`src/common/odl_defs.svh`:
```
// Constants for the octal DAC serial loader.
// Assumes inclusion by bare name from design and bench files.
`ifndef ODL_DEFS_SVH
`define ODL_DEFS_SVH
`define ODL_ADDR_W 3
`define ODL_CODE_W 8
`define ODL_WORD_W 11
`define ODL_CHANNELS 8
`define ODL_MIDSCALE 8'h80
`define ODL_SYNC_STAGES 2
`endif

```
`src/common/odl_pkg.sv`:
```
// Types for the octal DAC serial loader.
// Assumes odl_defs.svh is on the include path.
`include "odl_defs.svh"
package odl_pkg;
  typedef struct packed {
    logic [`ODL_ADDR_W-1:0] addr;
    logic [`ODL_CODE_W-1:0] code;
  } odl_word_type;
  typedef struct packed {
    logic select_n;
    logic sclk;
    logic sdata;
  } odl_pins_type;
  typedef enum logic [0:0] {
    ODL_IDLE = 1'b0,
    ODL_SHIFT = 1'b1
  } odl_state_type;
endpackage

```
`src/logic/odl_loader.sv`:
```
// Serial input logic of an eight-channel 8-bit DAC.
// Assumes the pins come from another domain; ref_clk samples them.
// Assumes sclk stays high and low for three ref_clk periods at least.
// Assumes select stays high for three ref_clk periods between frames.
`timescale 1ns/10ps
`include "odl_defs.svh"
module odl_loader #(
  parameter int CHANNELS = `ODL_CHANNELS,
  parameter int WORD_W = `ODL_WORD_W
) (
  input wire logic ref_clk,
  input wire logic reset,
  input wire logic select_n,
  input wire logic sclk,
  input wire logic serial_data_in,
  input wire logic midscale_preset_n,
  input wire logic power_down_n,
  output logic [CHANNELS*`ODL_CODE_W-1:0] dac_codes,
  output logic [CHANNELS-1:0] channel_loaded,
  output logic outputs_active
);
  odl_pkg::odl_pins_type pins_async;
  odl_pkg::odl_pins_type pins_sync;
  odl_pkg::odl_pins_type pins_idle;
  odl_pkg::odl_pins_type pins_prev_r;
  odl_pkg::odl_word_type word;
  odl_pkg::odl_state_type state_r;
  logic [1:0] ctl_sync;
  logic [WORD_W-1:0] shift_r;
  logic [`ODL_CODE_W-1:0] code_r [CHANNELS];
  logic [CHANNELS-1:0] load_sel;
  logic [CHANNELS-1:0] loaded_r;
  logic sclk_rise;
  logic commit;
  logic preset_n;

  // One-hot decode of channel index
  function automatic logic [CHANNELS-1:0] odl_decode(
    input logic [`ODL_ADDR_W-1:0] addr
  );
    logic [CHANNELS-1:0] hot;
    hot = '0;
    if (addr == 3'h0)
      hot[0] = 1'b1;
    else if (addr == 3'h1)
      hot[1] = 1'b1;
    else if (addr == 3'h2)
      hot[2] = 1'b1;
    else if (addr == 3'h3)
      hot[3] = 1'b1;
    else if (addr == 3'h4)
      hot[4] = 1'b1;
    else if (addr == 3'h5)
      hot[5] = 1'b1;
    else if (addr == 3'h6)
      hot[6] = 1'b1;
    else if (addr == 3'h7)
      hot[7] = 1'b1;
    return hot;
  endfunction

  assign pins_async.select_n = select_n;
  assign pins_async.sclk = sclk;
  assign pins_async.sdata = serial_data_in;
  assign pins_idle.select_n = 1'b1;
  assign pins_idle.sclk = 1'b1;
  assign pins_idle.sdata = 1'b0;

  // Pins cross into ref_clk here; nothing reads stage one
  odl_sync #(.WIDTH(3)) u_pin_sync (
    .ref_clk(ref_clk),
    .reset(reset),
    .async_in(pins_async),
    .reset_value(pins_idle),
    .sync_out(pins_sync)
  );

  // Preset and power-down levels share one synchroniser
  odl_sync #(.WIDTH(2)) u_ctl_sync (
    .ref_clk(ref_clk),
    .reset(reset),
    .async_in({midscale_preset_n, power_down_n}),
    .reset_value(2'h3),
    .sync_out(ctl_sync)
  );
  assign preset_n = ctl_sync[1];

  // Edge detection on synchronised copies only
  always_ff @(posedge ref_clk)
  begin
    if (reset)
      pins_prev_r <= pins_idle;
    else
      pins_prev_r <= pins_sync;
  end

  assign sclk_rise = pins_sync.sclk & ~pins_prev_r.sclk;
  // Select rising edge commits
  // Only an open frame may commit, so reset never loads
  always_comb
  begin
    commit = 1'b0;
    case (state_r)
      odl_pkg::ODL_IDLE:
        commit = 1'b0;
      odl_pkg::ODL_SHIFT:
        commit = pins_sync.select_n;
      default:
        commit = 1'b0;
    endcase
  end

  // Tracks whether a frame is open
  always_ff @(posedge ref_clk)
  begin
    if (reset)
      state_r <= odl_pkg::ODL_IDLE;
    else
      case (state_r)
        odl_pkg::ODL_IDLE:
          if (!pins_sync.select_n)
            state_r <= odl_pkg::ODL_SHIFT;
        odl_pkg::ODL_SHIFT:
          if (pins_sync.select_n)
            state_r <= odl_pkg::ODL_IDLE;
        default:
          state_r <= odl_pkg::ODL_IDLE;
      endcase
  end

  // Shift one bit per rising clock
  always_ff @(posedge ref_clk)
  begin
    if (reset)
      shift_r <= '0;
    else if (!pins_sync.select_n && sclk_rise)
      // Oldest bit falls off the top
      shift_r <= {shift_r[WORD_W-2:0], pins_sync.sdata};
  end

  // Address above, code below, MSB first
  // Surplus bits between address and code of a wider shifter never reach the word
  always_comb
  begin
    word.addr = shift_r[WORD_W-1 -: `ODL_ADDR_W];
    word.code = shift_r[`ODL_CODE_W-1:0];
  end
  // Index equals address, channel number is index plus one
  assign load_sel = commit ? odl_decode(word.addr) : '0;

  // Channel registers, one per DAC
  genvar ch;
  generate
    for (ch = 0; ch < CHANNELS; ch++)
    begin : g_chan
      always_ff @(posedge ref_clk)
      begin
        if (reset || !preset_n)
          code_r[ch] <= `ODL_MIDSCALE;
        else if (load_sel[ch])
          code_r[ch] <= word.code;
      end
      assign dac_codes[ch*`ODL_CODE_W +: `ODL_CODE_W] = code_r[ch];
    end
  endgenerate

  // One-cycle pulse per channel update
  // Preset wins over a load that falls in the same cycle
  always_ff @(posedge ref_clk)
  begin
    if (reset)
      loaded_r <= '0;
    else
      loaded_r <= preset_n ? load_sel : '0;
  end
  assign channel_loaded = loaded_r;

  // Shutdown keeps codes; only the output state follows the pin
  assign outputs_active = ctl_sync[0];
endmodule // odl_loader

```
`src/logic/odl_sync.sv`:
```
// Two-stage synchroniser for a bundle of asynchronous pins.
// Assumes the first stage is read only by the second stage.
`timescale 1ns/10ps
`include "odl_defs.svh"
module odl_sync #(
  parameter int WIDTH = 3
) (
  input wire logic ref_clk,
  input wire logic reset,
  input wire logic [WIDTH-1:0] async_in,
  input wire logic [WIDTH-1:0] reset_value,
  output logic [WIDTH-1:0] sync_out
);
  logic [WIDTH-1:0] stage1_r;
  logic [WIDTH-1:0] stage2_r;
  always_ff @(posedge ref_clk)
  begin
    if (reset)
    begin
      stage1_r <= reset_value;
      stage2_r <= reset_value;
    end
    else
    begin
      stage1_r <= async_in;
      stage2_r <= stage1_r;
    end
  end
  assign sync_out = stage2_r;
endmodule // odl_sync

```
`config.mk`:
```
export PLATFORM = sky130hd
export DESIGN_NAME = odl_loader
export DESIGN_NICKNAME = d
export VERILOG_FILES = /design/src/common/odl_pkg.sv /design/src/logic/odl_loader.sv /design/src/logic/odl_sync.sv
export VERILOG_INCLUDE_DIRS = /design/src /design/src/common
export SDC_FILE = /design/constraint.sdc
export NUM_CORES = 1
export LEC_CHECK = 0
export BUFFER_PORTS_ARGS = -buffer_cell sky130_fd_sc_hd__buf_2
export CAP_MARGIN = 30
export CORE_MARGIN = 3
export CORE_UTILIZATION = 48
export CTS_BUF_LIST = sky130_fd_sc_hd__clkbuf_16
export DETAILED_ROUTE_END_ITERATION = 6
export PLACE_DENSITY = 0.85
export SETUP_SLACK_MARGIN = 0.05
export SYNTH_ARGS = -nofsm -noshare
export SYNTH_HDL_FRONTEND = slang
export SYNTH_SLANG_ARGS = --single-unit
```
`constraint.sdc`:
```
create_clock -name ref_clk -period 1.9 [get_ports ref_clk]
set_input_delay 0.19 -clock ref_clk [delete_from_list [all_inputs] [get_ports ref_clk]]
set_output_delay 0.19 -clock ref_clk [all_outputs]
set_load 0.1 [all_outputs]
```
# ---- After elaboration in Yosys (flattened, before gate mapping)
# Memories as Yosys holds them, arrays and structs flattened.
# Index checks and enable logic that the tools add are counted.
dict set report totals {
  wordCells 86
  mem_count 1
  latchBits 0
  out_inout_bits 73
  ram_bits 64
  romBits 0
  reg_bits 31
}
dict set report op_classes {
  reduce_logical 6
  n_bitwise 12
  n_mux 52
  n_mul 0
  n_shift 0
  eq_ne 7
  div_mod_pow 0
  order_cmp 0
  addsub 0
}
# memory words width read_ports rd_clocked_by_memory_dff wr line
set memory_table {}
lappend memory_table {code_r 8 8 8 0 8 odl_loader.sv:30} ;# logic [`ODL_CODE_W-1:0] code_r [CHANNELS];
# operator n
set ops {}
lappend ops {{$mux 8} 9}
lappend ops {{$mux 1} 36}
lappend ops {{$eq 3x3->1 const B} 4}
lappend ops {{$or 1x1->1} 8}
lappend ops {{$mux 7} 1}
lappend ops {{$eq 3x2->1 const B} 2}
lappend ops {{$mux 6} 1}
lappend ops {{$mux 5} 1}
lappend ops {{$mux 4} 1}
lappend ops {{$eq 3x1->1 const B} 1}
lappend ops {{$logic_not 3->1} 1}
lappend ops {{$mux 3} 1}
lappend ops {{$not 1->1} 3}
lappend ops {{$logic_not 1->1} 2}
lappend ops {{$mux 2} 1}
lappend ops {{$pmux 1 s2} 1}
lappend ops {{$reduce_or 2->1} 1}
lappend ops {{$and 1x1->1} 1}
lappend ops {{$logic_and 1x1->1} 1}
lappend ops {{$logic_or 1x1->1} 1}

# ---- Depth between registers and ports, before layout
# Gate-level depths: netlist of the first run.
dict set report depth {
  word_depth 14
  mapped_depth 5
}

# ---- Hierarchy
# Synthesis of the first run repeated with hierarchy kept, for this count alone.
dict set report unflattened {
  hier_cells 268
  hier_area_um2 3681.0
}
# mod instances seq_area_each_um2 area_per_inst_um2 cells_each
set by_module_without_submodules {}
lappend by_module_without_submodules {odl_loader 1 2342.2 3334.4 247}
lappend by_module_without_submodules {{odl_sync at u_pin_sync} 1 120.1 221.5 13}
lappend by_module_without_submodules {{odl_sync at u_ctl_sync} 1 80.1 125.1 8}

# ---- Worst setup path before layout of the first run
# No wires, ideal clock.
dict set report synth_timing {
  path_kind {register to register}
  startpoint {reg shift_r[8]}
  endpoint {mem code_r[0][16] (netlist bit) (enable)}
  n_path_buf 2
  t_arrival_ns 1.436
  setup_ns 0.384
  setup_slack_ns 0.080
  synth_period_minus_slack_ns 1.820
  path_stages_with_launch 5
  cell_sequence {dfxtp_1 nand2b_1 clkbuf_1 buf_2 o21ai_0}
}
# item line
set synth_rtl {}
lappend synth_rtl {{start: declaration} odl_loader.sv:29} ;# logic [WORD_W-1:0] shift_r;
lappend synth_rtl {{start signal: assignment} odl_loader.sv:138} ;# shift_r <= {shift_r[WORD_W-2:0], pins_sync.sdata};
lappend synth_rtl {{end: declaration} odl_loader.sv:30}

==> impl_metrics.ini, run 1 <==
[setup_path]
path_cells = nand3_1 -> o21ai_0 -> buf_4
crit_slowest_cell = dfxtp_1
critPathMaxStageDelay_ns = 0.43
worstPathArrival_ns = 1.63
critPathMaxFanout = 14
endpoint_kind = flop
cp-start-kind = flop
required_ns = 1.94
critPathKind = reg -> reg

[place]
gp_congestion = 0.7796
placed_cell_area_um2 = 4076
numPortBuffers = 79
post-place-ws_ns = 0.3467
dp.cells = 431
dpl.hpwl_mm = 5.089

[layout]
fin_nets = 353
stdcell_area_um2 = 4377
regArea_um2 = 2542
drive_above_1_share_pct = 36.18
n_antenna_cell = 0
n_fill_cell = 507
fin_cells = 447
area_growth_pct = 24.53
multi_input_area_um2 = 842.1

[die]
start_util_pct = 50.61
die-area_um2 = 8385
die_w_um = 91.57
placementRows = 30
io_pins = 80
fp.dieH_um = 91.57
core_um2 = 6944

[logic_synthesis]
async_flop_share_pct = 0
syn_area_um2 = 3515
ys.flop_type = edfxtp_1
ys_top_cells_by_count = edfxtp_1, nor3_1, dfxtp_1
synth_cells = 258
synth_nets = 265
yosysTopAreaCell = edfxtp_1
ys_top_cells_by_area = edfxtp_1, dfxtp_1, nor3_1
synth_cell_types = 27
synth-seq-cells = 95
synth_top_area_share_pct = 54.68
syn_area_per_cell_um2 = 13.62
synth_seq_area_share_pct = 72.34
synth_most_common_cell = edfxtp_1
yosys_warnings = 0
synth_edf_count = 64

[power]
finalPower_uw = 4644
power_density_nw_per_um2 = 1061
power_leakage_uw = 0.001601
ir_worst_vdd_mv = 0.5622

[status]
status = finished clean

[global_route]
grtUsageTotal_pct = 17.39
grt_pass1_vias = 2255
grt-ovfl-total = 0
grt_first_pass_wirelength_mm = 11.12
antenna_found_initial = 0
use_met3_pct = 4.060
busiest_layer = met2
grt_max_degree = 22
gr-usage-met1_pct = 19.10
use_met2_pct = 29.64

[clocking]
clockRootBuffer = clkbuf_16
cts_tree = yes
clock-sinks = 95
cts_setup_buffers = 0
cts_buffers = 9
clkSlewWorstSetupHoldPaths_ns = 0.07
post_cts_resized = 0
cts_max_level = 3
cts_hold_buf = 0
clockBufferDepth = 2
clk_latency_ns = 0.34

[timing]
setup_viol = 0
timing.final.crit_share_pct = 83.97
rsz0062_at_grt = no
tns_ns = 0
hold_viol = 0
worst_clock_skew_ns = 0.01399
period_minus_slack_ns = 1.595
fmax_mhz = 626.8
final.setup.worst_slack_ns = 0.3047
worst_pin_slew_ns = 0.5061
slew_headroom_pct = 66.49
drv_slew = 0

[detailed_routing]
routed_wl_mm = 7.195
postRouteAntennaNets = 0
wl_per_cell_um = 16.10
vias = 2360
drc = 0
firstDrtPassIters = 4
via_per_inst = 5.280
drt-initial-drc-count = 207

[flow_run]
drv_cap = 0

[worst_hold_path]
hp-class = in -> reg
-- area by class of cell --
cell class                      count  share of cell area [%]
Clock buffer                        9                   5.146
Clock inverter                      7                   1.715
Inverter                            7                  0.6003
Multi-Input combinational cell    134                   19.24
Sequential cell                    95                   58.09
Tap cell                           96                   2.744
Timing Repair Buffer               99                   12.46
-- power by group --
part           leakage [µW]  internal (µW)  switching, µW
combinational      0.000566           79.9            539
clock              0.000144            930            806
sequential         0.000891           2270           19.0
-- through the flow --
| step | util, % | hold slack (ns) |
|---|---|---|
| CTS | 63.03 | 0.02692 |
| global route | 63.03 | 0.03329 |
| floorplan | - | 0.2938 |
| finish | 63.03 | 0.03612 |
| detailed placement | 58.70 | 0.3770 |
| global placement | 58.70 | 0.3723 |
-- critical path, delay by kind of cell, from the launching register on --
kind	cells	cell delay, ns
flops	1	0.43
compound gates	1	0.30
buf+inv	1	0.21
simple gates	1	0.37
-- flip-flops by register name (all words and copies together) (netlist names) --
signal,count
u_pin_sync.sync_out,3
channel_loaded,8
code_r,64
shift_r,11
state_r,1
u_pin_sync.stage1_r,3
u_ctl_sync.stage1_r,2
pins_prev_r,1
u_ctl_sync.sync_out,2
-- cell usage in the layout (no fill, tap or decap), types with 2 or more instances in the layout --
master and instances:
buf_2 79, buf_4 20, clkbuf_16 9, clkinv_4 2, dfxtp_1 31, edfxtp_1 64
inv_1 7, inv_8 3, mux2i_1 11, nand2_1 2, nand2b_1 15, nand3b_1 2
nor2_1 5, nor2b_1 3, nor3_1 44, nor4_1 16, o21ai_0 8, or2_2 9
or3_1 4, or3b_1 6, or4_1 3
-- per-layer routing --
metal | vias up | wire length [µm]
li1 | 1131 | -
met1 | 1097 | 2721
met2 | 109 | 3694
met3 | 23 | 562
met4 | 0 | 217
met5 | - | 0
-- logic make-up (layout without fill, tap and decap cells) --
kind of cell / after synthesis / count (layout) / synth area share (%)
AOI/OAI and AO/OA: 8 / 8 / 1.139
buffers and inverters: 29 / 122 / 3.845
DFF: 95 / 95 / 72.34
muxes: 11 / 11 / 3.133
and+or+nand+nor: 115 / 115 / 19.54
-- path summary, 6_finish.rpt --
check                                     from                                end  slack (ns)  depth (start not counted)
max          u_pin_sync.sync_out[2]$_SDFF_PP1_         code_r[1][8]$_SDFFCE_PN0P_        0.30                          3
min reg2reg  u_pin_sync.stage1_r[1]$_SDFF_PP1_  u_pin_sync.sync_out[1]$_SDFF_PP1_        0.41                          1
min                                       sclk  u_pin_sync.stage1_r[1]$_SDFF_PP1_        0.04                          2
max reg2reg  u_pin_sync.sync_out[2]$_SDFF_PP1_         code_r[1][8]$_SDFFCE_PN0P_        0.30                          3
No activity file was read; power rests on OpenSTA's default activity.
==> run 2: changes to the inputs <==
Clock period 1.9 ns to 1.4 ns, I/O delays scaled along.
==> impl_metrics.ini, run 2 (synthesis gave the netlist of run 1 again) <==
[status]
status = complete, but fails checks
violations = setup timing

[power]
power_density_nw_per_um2 = 1287
ir_worst_vdd_mv = 0.6238
power_leakage_uw = 0.001804
finalPower_uw = 6355

[global_route]
grt_first_pass_wirelength_mm = 13.12
gr-usage-met1_pct = 23.74
grt_max_degree = 23
grtUsageTotal_pct = 20.74
antenna_found_initial = 0
busiest_layer = met2
grt_pass1_vias = 2473
grt-ovfl-total = 0
use_met2_pct = 34.94
use_met3_pct = 5.468

[timing]
worst_clock_skew_ns = 0.005698
worst_pin_slew_ns = 0.5462
tns_ns = -0.003851
fmax_mhz = 712.3
setup_viol = 1
rsz0062_at_grt = yes
slew_headroom_pct = 63.55
final.setup.worst_slack_ns = -0.003851
timing.final.crit_share_pct = 100.3
drv_slew = 0
period_minus_slack_ns = 1.404
hold_viol = 0

[place]
dpl.hpwl_mm = 5.373
gp_congestion = 0.8027
numPortBuffers = 79
post-place-ws_ns = 0.0007079
dp.cells = 432
placed_cell_area_um2 = 4245

[flow_run]
drv_cap = 0

[layout]
n_fill_cell = 426
fin_cells = 466
final_common_cell = buf_2
fin_nets = 372
stdcell_area_um2 = 4940
layout_common_cells = buf_2, edfxtp_1, nor3_1
area_growth_pct = 40.55
largest_register = code_r
largest_reg_flops = 64
drive_above_1_share_pct = 50.81
n_antenna_cell = 0

[setup_path]
critPathMaxFanout = 6
path_cells = nand3b_1 -> or4_1
endpoint_kind = flop
critPathKind = reg -> reg
critPathMaxStageDelay_ns = 0.54
worstPathArrival_ns = 1.48
required_ns = 1.48
crit_slowest_cell = or4_1
cp-start-kind = flop

[die]
die_w_um = 91.57
start_util_pct = 50.61
fp.dieH_um = 91.57
placementRows = 30
core_um2 = 6944
die-area_um2 = 8385
io_pins = 80

[detailed_routing]
drt-initial-drc-count = 350
drc = 0
vias = 2653
firstDrtPassIters = 5
postRouteAntennaNets = 0
routed_wl_mm = 9.376
via_per_inst = 5.693
wl_per_cell_um = 20.12

[clocking]
cts_max_level = 3
clk_latency_ns = 0.35
clockBufferDepth = 2
cts_buffers = 9
clockRootBuffer = clkbuf_16
clock-sinks = 95
clkSlewWorstSetupHoldPaths_ns = 0.07
cts_tree = yes

[worst_hold_path]
hp-class = in -> reg
## run 2: cell types whose count changed in the layout (fill, tap and decap cells not counted), moves of 3 or more
| cell | previous run | this run |
|---|---|---|
| buf_12 | 0 | 5 |
| buf_4 | 20 | 24 |
| dfxtp_1 | 31 | 26 |
| dfxtp_4 | 0 | 3 |
| dlygate4sd3_1 | 0 | 5 |
| nor3_1 | 44 | 31 |
| nor3_2 | 0 | 12 |
| nor4_1 | 16 | 5 |
| nor4_2 | 0 | 9 |
| o21ai_0 | 8 | 0 |
| o21ai_4 | 0 | 8 |
## run 2: area by class of cell
class	instances	area, µm²	area share (%)
inverter	7	26.28	0.5319
sequential	95	2556	51.75
tap	96	120.1	2.432
multi-input combinational	134	1146	23.20
clock inverter	7	62.56	1.266
clock buffer	9	225.2	4.559
timing repair buffer	118	803.3	16.26
## run 2: worst max-delay path: cells and delay by family, from the launching register on
family	cells	cell delay [ns]
AND/OR/NAND/NOR	2	0.78
flip-flops	1	0.36
## run 2: worst paths after layout
check	from	slack, ns	endpoint	cells after the start
hold / removal	reset	0.11	u_pin_sync.sync_out[2]$_SDFF_PP1_	2
setup / recovery	u_ctl_sync.sync_out[1]$_SDFF_PP1_	-0.004	code_r[1][23]$_SDFFCE_PN1P_	2
setup reg to reg	u_ctl_sync.sync_out[1]$_SDFF_PP1_	-0.004	code_r[1][23]$_SDFFCE_PN1P_	2
hold reg to reg	u_pin_sync.stage1_r[2]$_SDFF_PP1_	0.41	u_pin_sync.sync_out[2]$_SDFF_PP1_	1
## run 2: timing repair
action / in CTS / in global routing
hold buffers: 5 / 0
cloned: 2 / 2
hold endpoints to repair: 5 / 0
pin swaps: 7 / 10
endpoints found under the setup margin: 55 / 104
gates resized for setup: 9 / 37
setup buffers: 6 / 4
## run 2: per-stage QoR
step | hold slack [ns] | util (%)
floorplan | 0.2438 | -
global placement | 0.3219 | 61.14
detailed placement | 0.3254 | 61.14
CTS | 0.09078 | 67.82
global route | 0.1263 | 71.14
finish | 0.1110 | 71.14
## run 2: report_power, final
group | switching (µW) | internal [µW]
logic | 767 | 132
clock network | 1110 | 1240
registers | 28.8 | 3080
total | 1900 | 4450
## run 2: layer usage
metal / up-vias / wire length, µm
met1: 1278 / 3605
met5: - / 0
li1: 1163 / -
met3: 32 / 727
met4: 0 / 405
met2: 180 / 4637
==> run 3: changes to the inputs <==
Settings changed: SYNTH_HIERARCHICAL set to 1.
==> impl_metrics.ini, run 3 <==
[status]
status = finished clean

[setup_path]
r2r_cells = 2
critPathMaxFanout = 6
worstPathArrival_ns = 1.47
path_cells = or2_4 -> or4_4
crit_slowest_cell = or4_4
r2r_start = shift_r[8]$_SDFFE_PP0P_
critPathMaxStageDelay_ns = 0.44
required_ns = 1.48
endpoint_kind = flop
critPathKind = reg -> reg
cp-start-kind = flop
r2r_end = code_r[1][7]$_SDFFCE_PN1P_
r2r_slack_ns = 0.009

[detailed_routing]
drt-initial-drc-count = 239
wl_per_cell_um = 18.58
firstDrtPassIters = 5
drc = 0
postRouteAntennaNets = 0
via_per_inst = 5.534
routed_wl_mm = 9.012
vias = 2684

[logic_synthesis]
synth_most_common_cell = edfxtp_1
yosys_warnings = 6
yosysTopAreaCell = edfxtp_1
synth_edf_count = 64
syn_area_um2 = 3681
ys.flop_type = edfxtp_1
ys_top_cells_by_count = edfxtp_1, nor3_1, dfxtp_1
synth_cells = 268
synth_seq_area_share_pct = 69.07
synth_top_area_share_pct = 52.21
ys_top_cells_by_area = edfxtp_1, dfxtp_1, nor3_1
syn_area_per_cell_um2 = 13.74
async_flop_share_pct = 0
synth-seq-cells = 95
synth_cell_types = 28

[clocking]
clkSlewWorstSetupHoldPaths_ns = 0.07
cts_tree = yes
clock-sinks = 95
clk_latency_ns = 0.35
clockRootBuffer = clkbuf_16
cts_hold_buf = 0
clockBufferDepth = 2
cts_max_level = 3
cts_buffers = 9

[worst_hold_path]
hold_depth = 2
min_to = u_ctl_sync/stage1_r[0]$_DFF_P_
hp-class = in -> reg
min_from = power_down_n

[layout]
largest_reg_flops = 64
largest_register = code_r
n_antenna_cell = 0
area_growth_pct = 35.21
final_common_cell = buf_2
utilization_pct = 67.90
fin_nets = 388
layout_common_cells = buf_2, edfxtp_1, nor3_1
drive_above_1_share_pct = 46.89

[global_route]
grt-ovfl-total = 0
grt_first_pass_wirelength_mm = 12.94
grt_max_degree = 26
grt_pass1_vias = 2462
antenna_found_initial = 0
grtUsageTotal_pct = 19.96

[power]
p_switching_uw = 2134
power_frac_seq_pct = 46.1
power_density_nw_per_um2 = 1378
switching_share_pct = 31.10
power_leakage_uw = 0.001886
ir_worst_vdd_mv = 0.8206
power.internal_uw = 4727
comb_power_share_pct = 17.6
pwr-share-clk_pct = 36.3

[timing]
hold_viol = 0
drv_slew = 0
worst_clock_skew_ns = 0.01724
final.setup.worst_slack_ns = 0.009331
rsz0062_at_grt = yes
fmax_mhz = 719.1
setup_viol = 0
timing.final.crit_share_pct = 99.33
period_minus_slack_ns = 1.391

[die]
core_um2 = 7331
die_w_um = 93.57
io_pins = 80
start_util_pct = 50.21
fp.dieH_um = 93.57
die-area_um2 = 8755
placementRows = 31

[place]
numPortBuffers = 79
gp_congestion = 0.7986
post-place-ws_ns = -0.001566
dpl.hpwl_mm = 5.849

[flow_run]
drv_cap = 0
==> run 3: changes by cell type after synthesis, moves of 5 or more <==
cell      previous run  this run
mux2_4               0         6
nand3_1              1         6
nand3b_1             2         7
nor3_1              44        36
nor4_1              16        28
or2_2                9         1
or3b_1               6         0
==> run 3: worst max path at each step <==
stage / from / to / slack, ns / cells past startpoint
after global placement: shift_r[9]$_SDFFE_PP0P_ / code_r[0][21]$_SDFFCE_PN0P_ / 0.03 / 4
final: shift_r[8]$_SDFFE_PP0P_ / code_r[1][7]$_SDFFCE_PN1P_ / 0.009 / 2
after floorplan: u_pin_sync/sync_out[2]$_DFF_P_ / code_r[1][10]$_SDFFCE_PN0P_ / 0.003 / 2
after CTS: shift_r[10]$_SDFFE_PP0P_ / code_r[0][15]$_SDFFCE_PN1P_ / 0.01 / 2
after detailed placement: shift_r[8]$_SDFFE_PP0P_ / code_r[0][2]$_SDFFCE_PN0P_ / -0.002 / 3
after global routing: shift_r[10]$_SDFFE_PP0P_ / code_r[0][16]$_SDFFCE_PN0P_ / -0.02 / 4
==> run 3: repair_timing <==
action,CTS,global route
pin swaps,3,5
gates resized for setup,13,24
setup buffers,0,1
endpoints found under the setup margin,60,89
cloned,0,0
==> run 3: layer usage <==
metal  global-route usage, %  part of all wire, %  wire, µm
met5                       0                    0         0
met4                   9.868                  2.0       184
met3                   4.505                  7.1       644
met2                   34.07                   53      4748
met1                   23.69                   38      3434
==> run 3: power groups by stage <==
| stage | logic [µW] | clock network, µW | registers, µW |
|---|---|---|---|
| floorplan | 189 | 0 | 4000 |
| global placement | 1160 | 0 | 3220 |
| detailed placement | 1180 | 0 | 3230 |
| CTS | 1190 | 2490 | 3170 |
| global route | 1240 | 2620 | 3170 |
| finish | 1210 | 2490 | 3160 |
==> run 3: worst max-delay path: cells and delay by family (launching register included) <==
family	cells	cell delay, ns
flip-flops	1	0.37
AND/OR/NAND/NOR	2	0.75
==> run 3: stage by stage <==
| stage | hold WS [ns] | instance area (µm²) | cells | power, µW | TNS [ns] |
|---|---|---|---|---|---|
| after global routing | 0.01618 | 4977 | 485 | 7034 | -0.1104 |
| after global placement | 0.3646 | 4508 | 468 | 4387 | 0 |
| after CTS | 0.01332 | 4863 | 484 | 6845 | 0 |
| final | 0.02083 | 4977 | 485 | 6861 | 0 |
| after detailed placement | 0.3696 | 4508 | 468 | 4404 | -0.001566 |
| after floorplan | 0.2834 | 3801 | 276 | 4192 | 0 |
==> run 3: cell type report <==
| class | instances | area, µm² |
|---|---|---|
| Clock buffer | 9 | 225.2 |
| Clock inverter | 7 | 78.83 |
| Fill cell | 476 | 2354 |
| Inverter | 7 | 26.28 |
| Multi-Input combinational cell | 150 | 1197 |
| Sequential cell | 95 | 2554 |
| Tap cell | 99 | 123.9 |
| Timing Repair Buffer | 118 | 772.0 |
==> run 3: cell families after synthesis <==
family                 count (synthesis)  synth area share (%)
and+or+nand+nor                      111                 18.73
DFF                                   95                 69.07
buffers and inverters                 31                 4.249
muxes                                 21                 6.662
AOI/OAI and AO/OA                      8                 1.088
other                                  2                0.2040
